$ cat src/cal_seq_pkg.sv
// Behaviour
// - Mode code 101 enters background calibration on the selected channel.
// - Background mode zero-calibrates at selected gain with inputs shorted internally.
// - Background mode stretches conversions so word rate falls to one sixth.
// - Background mode interleaves calibration cycles with ordinary conversions.
// - Background calibration results update the offset coefficient register without host action.
// - Mode code 110 starts one zero-scale self-calibration on selected channel.
// - Zero-scale self-calibration runs at selected gain with inputs shorted internally.
// - Mode code 111 starts one full-scale self-calibration on selected channel.
// - Full-scale self-calibration uses internal reference divided by selected gain.
// - After a one-step self-calibration the mode field clears to 000 itself.
// - Zero-scale start raises ready_n; low again when valid word is stored.
// - Full-scale start raises ready_n; low only when new valid word is stored.
package cal_seq_pkg;
  localparam int ADDR_W      = 3;
  localparam int DATA_W      = 32;
  localparam int WORD_W      = 24;
  localparam int IRQ_W       = 3;
  localparam int BG_SLOTS    = 6;
  localparam int CONV_CYCLES = 64;

  localparam logic [ADDR_W-1:0] REG_MODE     = 3'h0;
  localparam logic [ADDR_W-1:0] REG_STATUS   = 3'h1;
  localparam logic [ADDR_W-1:0] REG_DATA     = 3'h2;
  localparam logic [ADDR_W-1:0] REG_OFFSET   = 3'h3;
  localparam logic [ADDR_W-1:0] REG_GAIN     = 3'h4;
  localparam logic [ADDR_W-1:0] REG_IRQ_STAT = 3'h5;
  localparam logic [ADDR_W-1:0] REG_IRQ_MASK = 3'h6;

  localparam logic [2:0] MODE_NORMAL = 3'h0;
  localparam logic [2:0] MODE_BG     = 3'h5;
  localparam logic [2:0] MODE_ZCAL   = 3'h6;
  localparam logic [2:0] MODE_FCAL   = 3'h7;

  localparam int MODE_LSB = 0;
  localparam int CHAN_LSB = 3;

  localparam int IRQ_WORD = 0;
  localparam int IRQ_CAL  = 1;
  localparam int IRQ_COEF = 2;

  localparam logic [2:0]        MODE_RST   = 3'h0;
  localparam logic [2:0]        CHAN_RST   = 3'h0;
  localparam logic [WORD_W-1:0] WORD_RST   = 24'h000000;
  localparam logic [WORD_W-1:0] GAIN_RST   = 24'h800000;
  localparam logic [IRQ_W-1:0]  IRQ_RST    = 3'h0;
  localparam logic [DATA_W-1:0] RDATA_RST  = 32'h00000000;

  typedef enum logic [2:0] {ST_IDLE, ST_ZCAL, ST_FCAL, ST_POSTCONV, ST_BG} seq_state_t;
endpackage

$ cat src/pacer_if.sv
`timescale 1ns/1ps
`default_nettype none
interface pacer_if;
  logic       ce;
  logic       run;
  logic       restart;
  logic       bg;
  logic       tick;
  logic [2:0] slot;
  modport seq   (output ce, output run, output restart, output bg, input tick, input slot);
  modport pacer (input ce, input run, input restart, input bg, output tick, output slot);
endinterface
`default_nettype wire

$ cat src/cal_pacer.sv
`timescale 1ns/1ps
`default_nettype none
module cal_pacer #(
  parameter int CONV_CYCLES = cal_seq_pkg::CONV_CYCLES  // Cycles per filter period
) (
  input  wire logic i_sys_clk,  // System clock
  input  wire logic i_rst,      // Synchronous reset
  pacer_if.pacer    pif         // Sequencer side
);
  import cal_seq_pkg::*;

  logic [15:0] cnt_r;
  logic        last;

  assign last     = (cnt_r == 16'(CONV_CYCLES - 1));
  assign pif.tick = pif.ce && pif.run && !pif.restart && last;

  always_ff @(posedge i_sys_clk) begin
    if (i_rst) begin
      cnt_r <= 16'h0000;
    end else if (pif.ce) begin
      if (!pif.run || pif.restart || last) begin
        cnt_r <= 16'h0000;
      end else begin
        cnt_r <= cnt_r + 16'h0001;
      end
    end
  end

  // Six periods per word in background mode: five calibration, one conversion
  always_ff @(posedge i_sys_clk) begin
    if (i_rst) begin
      pif.slot <= 3'h0;
    end else if (pif.ce) begin
      if (!pif.run || pif.restart || !pif.bg) begin
        pif.slot <= 3'h0;
      end else if (pif.tick) begin
        pif.slot <= (pif.slot == 3'(BG_SLOTS - 1)) ? 3'h0 : pif.slot + 3'h1;
      end
    end
  end
endmodule
`default_nettype wire

$ cat src/cal_mode_seq.sv
// Local design decisions: the address map and the strobed register port.
`timescale 1ns/1ps
`default_nettype none
module cal_mode_seq #(
  parameter int CONV_CYCLES = cal_seq_pkg::CONV_CYCLES  // Cycles per filter period
) (
  input  wire logic                            i_sys_clk,           // 100 MHz clock
  input  wire logic                            i_rst,               // Sync reset, high
  input  wire logic                            i_ce,                // Clock enable
  input  wire logic [cal_seq_pkg::ADDR_W-1:0]  i_addr,              // Register index
  input  wire logic [cal_seq_pkg::DATA_W-1:0]  i_wdata,             // Write data
  input  wire logic                            i_wr,                // Write strobe
  input  wire logic                            i_rd,                // Read strobe
  output logic      [cal_seq_pkg::DATA_W-1:0]  o_rdata,             // Read data, next cycle
  input  wire logic [cal_seq_pkg::WORD_W-1:0]  i_filter_word,       // Filter result
  output logic                                 o_conv_word_ready_n, // Word ready, low
  output logic                                 o_irq,               // Interrupt level
  output logic                                 o_short_inputs,      // Inputs shorted
  output logic                                 o_fs_ref_input,      // Vref/gain applied
  output logic      [2:0]                      o_chan_sel,          // Active channel
  output logic                                 o_conv_run           // Modulator running
);
  import cal_seq_pkg::*;

  pacer_if pif ();

  seq_state_t         state_r;
  seq_state_t         state_nxt;
  logic [2:0]         op_mode_r;
  logic [2:0]         chan_sel_r;
  logic [WORD_W-1:0]  data_r;
  logic [WORD_W-1:0]  offset_r;
  logic [WORD_W-1:0]  gain_r;
  logic [IRQ_W-1:0]   irq_stat_r;
  logic [IRQ_W-1:0]   irq_mask_r;
  logic [IRQ_W-1:0]   irq_set;
  logic [DATA_W-1:0]  rdata_r;
  logic               ready_n_r;
  logic               cmd_wr;
  logic [2:0]         cmd_mode;
  logic               bg_conv_slot;
  logic               cal_done;
  logic               word_done;
  logic               coef_upd;

  function automatic logic is_self_cal(input logic [2:0] m);
    return (m == MODE_ZCAL) || (m == MODE_FCAL);
  endfunction

  function automatic seq_state_t mode_state(input logic [2:0] m);
    unique case (m)
      MODE_BG:   return ST_BG;
      MODE_ZCAL: return ST_ZCAL;
      MODE_FCAL: return ST_FCAL;
      default:   return ST_IDLE;
    endcase
  endfunction

  assign cmd_wr       = i_ce && i_wr && (i_addr == REG_MODE);
  assign cmd_mode     = i_wdata[MODE_LSB +: 3];
  assign bg_conv_slot = (pif.slot == 3'(BG_SLOTS - 1));
  assign cal_done     = pif.tick && !cmd_wr && (state_r == ST_ZCAL || state_r == ST_FCAL);
  assign word_done    = pif.tick && !cmd_wr
                        && (state_r == ST_POSTCONV || (state_r == ST_BG && bg_conv_slot));
  assign coef_upd     = pif.tick && !cmd_wr && state_r == ST_BG && !bg_conv_slot;

  // A mode write restarts the pacer so a new command never inherits a half period
  assign pif.ce      = i_ce;
  assign pif.run     = (state_r != ST_IDLE);
  assign pif.restart = cmd_wr;
  assign pif.bg      = (state_r == ST_BG);

  cal_pacer #(
    .CONV_CYCLES (CONV_CYCLES)
  ) u_pacer (
    .i_sys_clk (i_sys_clk),
    .i_rst     (i_rst),
    .pif       (pif.pacer)
  );

  always_comb begin
    state_nxt = state_r;
    if (cmd_wr) begin
      state_nxt = mode_state(cmd_mode);
    end else if (pif.tick) begin
      unique case (state_r)
        ST_ZCAL:     state_nxt = ST_POSTCONV;
        ST_FCAL:     state_nxt = ST_POSTCONV;
        ST_POSTCONV: state_nxt = ST_IDLE;
        ST_BG:       state_nxt = ST_BG;
        default:     state_nxt = ST_IDLE;
      endcase
    end
  end

  always_ff @(posedge i_sys_clk) begin
    if (i_rst) begin
      state_r <= ST_IDLE;
    end else if (i_ce) begin
      state_r <= state_nxt;
    end
  end

  // Host write wins over the self-clear arriving in the same cycle
  always_ff @(posedge i_sys_clk) begin
    if (i_rst) begin
      op_mode_r  <= MODE_RST;
      chan_sel_r <= CHAN_RST;
    end else if (cmd_wr) begin
      op_mode_r  <= cmd_mode;
      chan_sel_r <= i_wdata[CHAN_LSB +: 3];
    end else if (cal_done) begin
      op_mode_r <= MODE_NORMAL;
    end
  end

  // Zero-scale results land in the offset word, full-scale in the gain word
  always_ff @(posedge i_sys_clk) begin
    if (i_rst) begin
      offset_r <= WORD_RST;
      gain_r   <= GAIN_RST;
    end else if (i_ce) begin
      if ((cal_done && state_r == ST_ZCAL) || coef_upd) begin
        offset_r <= i_filter_word;
      end
      if (cal_done && state_r == ST_FCAL) begin
        gain_r <= i_filter_word;
      end
    end
  end

  always_ff @(posedge i_sys_clk) begin
    if (i_rst) begin
      data_r <= WORD_RST;
    end else if (word_done) begin
      data_r <= i_filter_word;
    end
  end

  // Ready goes inactive at self-cal start; reading the word also retires it
  always_ff @(posedge i_sys_clk) begin
    if (i_rst) begin
      ready_n_r <= 1'b1;
    end else if (i_ce) begin
      if (cmd_wr && is_self_cal(cmd_mode)) begin
        ready_n_r <= 1'b1;
      end else if (word_done) begin
        ready_n_r <= 1'b0;
      end else if (i_rd && i_addr == REG_DATA) begin
        ready_n_r <= 1'b1;
      end
    end
  end

  assign irq_set[IRQ_WORD] = word_done;
  assign irq_set[IRQ_CAL]  = cal_done;
  assign irq_set[IRQ_COEF] = coef_upd;

  // Set beats the write-one clear so no event is lost
  always_ff @(posedge i_sys_clk) begin
    if (i_rst) begin
      irq_stat_r <= IRQ_RST;
      irq_mask_r <= IRQ_RST;
    end else if (i_ce) begin
      if (i_wr && i_addr == REG_IRQ_STAT) begin
        irq_stat_r <= (irq_stat_r & ~i_wdata[IRQ_W-1:0]) | irq_set;
      end else begin
        irq_stat_r <= irq_stat_r | irq_set;
      end
      if (i_wr && i_addr == REG_IRQ_MASK) begin
        irq_mask_r <= i_wdata[IRQ_W-1:0];
      end
    end
  end

  always_ff @(posedge i_sys_clk) begin
    if (i_rst) begin
      rdata_r <= RDATA_RST;
    end else if (i_ce) begin
      rdata_r <= RDATA_RST;
      if (i_rd) begin
        unique case (i_addr)
          REG_MODE:     rdata_r <= {26'h0, chan_sel_r, op_mode_r};
          REG_STATUS:   rdata_r <= {27'h0, state_r, pif.run, ready_n_r};
          REG_DATA:     rdata_r <= {8'h00, data_r};
          REG_OFFSET:   rdata_r <= {8'h00, offset_r};
          REG_GAIN:     rdata_r <= {8'h00, gain_r};
          REG_IRQ_STAT: rdata_r <= {29'h0, irq_stat_r};
          REG_IRQ_MASK: rdata_r <= {29'h0, irq_mask_r};
          default:      rdata_r <= RDATA_RST;
        endcase
      end
    end
  end

  assign o_rdata             = rdata_r;
  assign o_conv_word_ready_n = ready_n_r;
  assign o_irq               = |(irq_stat_r & irq_mask_r);
  assign o_chan_sel          = chan_sel_r;
  assign o_conv_run          = pif.run;
  assign o_short_inputs      = (state_r == ST_ZCAL) || (state_r == ST_BG && !bg_conv_slot);
  assign o_fs_ref_input      = (state_r == ST_FCAL);
endmodule
`default_nettype wire

$ cat config.mk
export PLATFORM = sky130hd
export DESIGN_NAME = cal_mode_seq
export DESIGN_NICKNAME = d
export VERILOG_FILES = /design/src/cal_seq_pkg.sv /design/src/pacer_if.sv /design/src/cal_pacer.sv /design/src/cal_mode_seq.sv
export SDC_FILE = /design/constraint.sdc
export NUM_CORES = 1
export LEC_CHECK = 0
export ABC_AREA = 0
export BUFFER_PORTS_ARGS = -buffer_cell sky130_fd_sc_hd__buf_2
export CORE_ASPECT_RATIO = 1.5
export CORE_MARGIN = 2
export CORE_UTILIZATION = 36
export DETAILED_ROUTE_END_ITERATION = 7
export PLACE_DENSITY = 0.65
export SKIP_LAST_GASP = 1
export SYNTH_ARGS = -nofsm -noshare
export SYNTH_HDL_FRONTEND = slang
export SYNTH_SLANG_ARGS = --single-unit
$ cat constraint.sdc
create_clock -name i_sys_clk -period 6.9 [get_ports i_sys_clk]
set_input_delay 0.345 -clock i_sys_clk [delete_from_list [all_inputs] [get_ports i_sys_clk]]
set_output_delay 0.345 -clock i_sys_clk [all_outputs]
set_load 0.02 [all_outputs]
---- After elaboration in Yosys (flattened, before gate mapping) ----
Index checks and enable logic that the tools add are counted.
Widths: inputs -> output; s select.
word-level totals
  bits in registers ....................... 139
  input port bits ......................... 64
  output and inout port bits .............. 40
  logic and storage cells ................. 94
cells by class
  add/subtract/negate cells ............... 2
  equality and inequality tests ........... 15
  mux-type cells .......................... 16
  bitwise logic cells ..................... 5
  reduce and logical (&&, ||, !) cells .... 44
operators by type and width
  cell                   count
  $pmux 24 s7            1
  $eq 3x3->1 const B     8
  $mux 24                1
  $mux 3                 8
  $logic_and 1x1->1      18
  $add 16x1->16 const B  1
  $eq 16x6->1 const B    1
  $mux 16                1
  $eq 3x2->1 const B     4
  $reduce_and 2->1       6
  $pmux 3 s3             1
  $logic_or 1x1->1       8
  $and 3x3->3            2
  $eq 3x1->1 const B     2
  $or 3x3->3             2
  $pmux 3 s2             1
  $reduce_bool 2->1      3
  $reduce_bool 3->1      2
  $logic_not 1->1        4
  $add 3x1->3 const B    1
  $logic_not 3->1        1
  $mux 1                 3
  $not 3->3              1
  $reduce_or 3->1        1
  $reduce_or 2->1        1

---- Longest topological paths before layout ----
  depth after elaboration ................. 10
  gate-level depth with buffers ........... 9
  gate-level depth less buffers ........... 6

---- Hierarchy ----
Synthesis repeated with hierarchy kept, for this count alone.
unflattened totals
  cells, all modules ...................... 646
  area total of the unflattened synthesis .. 5,995.8 um^2
modules (own cells, without submodules)
  module        instances  cells each  area an instance (um^2)  sequential area each (um^2)
  cal_mode_seq  1          537         5,047.3                  2,242.2
  cal_pacer     1          109         948.4                    380.4

---- Least setup slack after synthesis ----
OpenSTA, ideal clock, no wires.
  path type ............................... register to register
  from .................................... register state_r[0]
  to ...................................... register offset_r[4]
  setup time .............................. 0.128 ns
  data arrival time ....................... 2.096 ns
  data required time ...................... 6.772 ns
  path slack .............................. 4.676 ns
  cell stages (with the launch flop) ...... 10
  buffers on the path ..................... 4
  clock period less this slack ............ 2.224 ns
  cell sequence ........................... dfxtp_1 > clkbuf_1 > or3_1 > clkbuf_1 > o21ai_2 > nand4b_1 > buf_2 > buf_2 > mux2i_1 > nor2_1
between the ends
  cells in the longest elaborated chain, start to end .. 9
  elaborated cells on any way between the ends .. 15
  classes of those cells .................. eq/ne (3); reduce/logical (12)
ends and longest elaborated chain
  element                               RTL line                                 source
  from (decl)                           cal_mode_seq.sv:27                       seq_state_t state_r;
  from (signal assigned)                cal_mode_seq.sv:100                      state_r <= state_nxt;
  $reduce_bool 3->1 (*)                 cal_mode_seq.sv:69                       assign pif.run = (state_r != ST_IDLE);
  via o_conv_run                        cal_mode_seq.sv:21                       output logic o_conv_run
  $logic_and 1x1->1 (*) (3 in series)   cal_pacer.sv:16                          assign pif.tick = pif.ce && pif.run && !pif.restart && last;
  $logic_and 1x1->1 (*)                 cal_mode_seq.sv:62, cal_mode_seq.sv:65
  $logic_and 1x1->1 (on tied branches)  cal_mode_seq.sv:62, cal_mode_seq.sv:65
  $logic_and 1x1->1 (on tied branches)  cal_mode_seq.sv:123, cal_mode_seq.sv:65
  $logic_or 1x1->1 (*)                  cal_mode_seq.sv:123                      if ((cal_done && state_r == ST_ZCAL) || coef_upd) begin
  $reduce_and 2->1 (no line) (*)        --
  to (signal assigned)                  cal_mode_seq.sv:124                      offset_r <= i_filter_word;
  to (decl)                             cal_mode_seq.sv:32                       logic [WORD_W-1:0] offset_r;
Mark *: on every way through the listed nets, which the timed path passes. The rest lies on a longest branch.
A chain may end at the register's enable or synchronous reset.

---- Final worst setup path ----
  from .................................... register u_pacer.cnt_r[15]
  to ...................................... register op_mode_r[0]
between the ends
  cells in the longest elaborated chain, start to end .. 5
ends and longest elaborated chain
  element                          RTL line             source
  from (decl)                      cal_pacer.sv:12      logic [15:0] cnt_r;
  from (signal assigned)           cal_pacer.sv:25      cnt_r <= cnt_r + 16'h0001;
  $eq 16x6->1                      cal_pacer.sv:15      assign last = (cnt_r == 16'(CONV_CYCLES - 1));
  $logic_and 1x1->1                cal_pacer.sv:16
  $logic_and 1x1->1 (2 in series)  cal_mode_seq.sv:62   assign cal_done = pif.tick && !cmd_wr && (state_r == ST_ZCAL || state_r == ST_FCAL);
  $reduce_bool 2->1 (no line)      --
  to (signal assigned)             cal_mode_seq.sv:110  op_mode_r <= cmd_mode;
  to (decl)                        cal_mode_seq.sv:29   logic [2:0] op_mode_r;
Every way passes these cells.

==> results_dict.tcl <==
set metrics [dict create \
    track_usage_pct 17.68 \
    syn_area_um2 5913 \
    hold_viol 0 \
    port-buffer-count 69 \
    hold_path_class "input pin to flip-flop" \
    hold-path-endpoint "o_chan_sel[2]" \
    rsz0062_at_grt "no" \
    endpoint_kind "flip-flop" \
    grt_max_degree 63 \
    ant_nets 0 \
    cts_setup_buffers 0 \
    dieWidth_um 108.6 \
    clock_path_buffers 2 \
    setup_viol 0 \
    cp-start-kind "flip-flop" \
    maxSlewViolCount 0 \
    avgSynthCellArea_um2 8.399 \
    synth_top_family_by_area "simple AND/OR/NAND/NOR gates" \
    synth_top_area_share_pct 44.35 \
    grt-ovfl-total 0 \
    fmax_mhz 376.6 \
    path_clk_slew_ns 0.06 \
    vias 5051 \
    cts_made_buffers 17 \
    nets 819 \
    path_buf_inv 0 \
    cp.arrival_ns 2.92 \
    rr_endpoint "op_mode_r[0]" \
    synthAdderAreaFrac_pct 0.2116 \
    drc 0 \
    synthMostInstantiatedCell "nand2_1" \
    slowest_delay_ns 0.69 \
    hpwl_um 9842 \
    leakage_nw 2.698 \
    synth-xor-area-share_pct 1.481 \
    cap_violations 0 \
    cts_resized 0 \
    finalPower_mw 1.760 \
    p_per_area_nw_per_um2 252.0 \
    antenna_found_initial 0 \
    worstPathCellList "or4_1, nor4_1, nand3_1, nor3_1, o32ai_1" \
    synth_area_leaders "dfxtp_1 (44%), mux2i_1 (9.3%), nand2_1 (9.3%)" \
    cts_sinks 131 \
    io_pins 104 \
    drive_gt1_share_pct 18.77 \
    detail_route.wl_per_cell_um 15.48 \
    place_congestion 0.8185 \
    synth_edf_count 0 \
    r2r-start "u_pacer.cnt_r[15]" \
    required_ns 7.16 \
    hp-start "i_wdata[5]" \
    async_flop_share_pct 0 \
    timing.hold.ws_ns 0.1818 \
    post_synth_and_or_nand_nor_area_fraction_pct 22.94 \
    run_status "complete, no violations" \
    maxSlewHeadroom_pct 49.59 \
    fin_area_um2 6984 \
    hold_depth 3 \
    root_buffer "clkbuf_16" \
    coreArea_um2 16120 \
    period_needed_ns 2.655 \
    crit_type "flip-flop to flip-flop" \
    synthMuxAreaShare_pct 10.64 \
    drt_iter0_drc 236 \
    yosysSeqAreaShare_pct 44.35 \
    synth-seq-cells 131 \
    clk_latency_ns 0.40 \
    setup_tns_ns 0 \
    grt_pass1_vias 4884 \
    cp_max_fo 4 \
    row_count 57 \
    die_area_um2 17490 \
    synth.distinct_cells 60 \
    area_delta_synth_final_pct 18.11 \
    yosys.area.top_type "dfxtp_1" \
    firstDrtPassIters 7 \
    via_per_inst 5.186 \
    yosysWarnings 0 \
    setup_ws_ns 4.245 \
    routed_wl_um 15080 \
    cp_slowest_cell "nor4_1" \
    ys.flop_type "dfxtp_1" \
    critical_path.top_delay_family "simple AND/OR/NAND/NOR gates" \
    htree_levels 4 \
    tightest_slew_ns 0.7492 \
    ir_drop_v 0.0001492 \
    die_h_um 161.0 \
    netlist_top_cells_count "nand2_1 (146), dfxtp_1 (131), nor2_1 (72)" \
    r2r_cells 5 \
    initial_core_util_pct 36.69 \
    grt_pass1_wl_um 24580 \
    cts_tree "yes" \
    placed_area_um2 6370 \
    cts_hold_buf 0 \
    synth_compound_area_share_pct 15.32 \
    dp_worst_setup_slack_ns 4.195 \
    skew_ns 0.007153 \
    post-route-period-util_pct 38.48 \
    synthCells 704 \
    r2r_slack_ns 4.24 \
]
cell type report:
class,instances,area [um2]
Timing Repair Buffer,78,415.4
Sequential cell,131,2623
Clock inverter,12,155.1
Clock buffer,20,456.7
Antenna cell,1,2.502
Multi-Input combinational cell,515,3033
Inverter,11,41.29
Fill cell,1654,9134
Tap cell,206,257.7
worst max-delay path by stage:
stage	from	end	slack, ns	depth (start not counted)
CTS	u_pacer.cnt_r[15]	op_mode_r[0]	4.27	5
floorplan	state_r[0]	offset_r[4]	4.68	9
finish	u_pacer.cnt_r[15]	op_mode_r[0]	4.24	5
global route	u_pacer.cnt_r[2]	op_mode_r[0]	4.08	5
detailed placement	i_addr[0]	u_pacer.cnt_r[7]	4.20	7
global placement	i_addr[0]	u_pacer.cnt_r[6]	4.20	7
metrics by stage:
step | std cells | util, %
final | 974 | 43.33
after global routing | 973 | 43.32
after CTS | 973 | 43.32
after detailed placement | 941 | 39.52
after global placement | 941 | 39.52
after floorplan | 711 | -
where the power goes:
part	total, mW	switching (mW)	leakage, nW	internal, mW
logic	0.0807	0.0586	1.35	0.0220
clock network	0.920	0.331	0.296	0.588
registers	0.760	0.00201	1.06	0.758
total	1.76	0.392	2.70	1.37
flip-flops by register name, indices dropped and copies added (netlist names):
signal,count
data_r,24
gain_r,24
o_rdata,24
offset_r,24
u_pacer.cnt_r,16
irq_mask_r,3
irq_stat_r,3
o_chan_sel,3
op_mode_r,3
state_r,3
u_pacer.pif.slot,3
o_conv_word_ready_n,1
kinds of logic after synthesis:
group / after synthesis
AOI/OAI and AO/OA: 142
DFF: 131
and+or+nand+nor: 295
other: 1
adders and majority gates: 1
buffers and inverters: 65
xor gates and xnor gates: 10
muxes: 59
placed cells by master, fill, tap and decap left out, types with 17 or more instances in the layout:
cell       Yosys  layout
dfxtp_1      131     131
clkbuf_16      0      17
nor2_1        72      72
o21ai_0       34      34
buf_2          5      68
mux2i_1       55      55
a21oi_2       19      19
a22oi_1       20      20
nand2_1      146     146
a21oi_1       46      46
metal layers:
layer	wire (um)	track usage, %	up-vias
li1	-	-	2530
met1	6357	21.12	2384
met2	7786	31.11	118
met3	666	3.206	19
met4	271	6.410	0
met5	0	0	-
tightest hold or removal path, cell delays in order:
cell and delay (ns):
buf_2 0.10, nand2_1 0.04, a21oi_1 0.05
No activity file was read; power rests on OpenSTA's default activity.
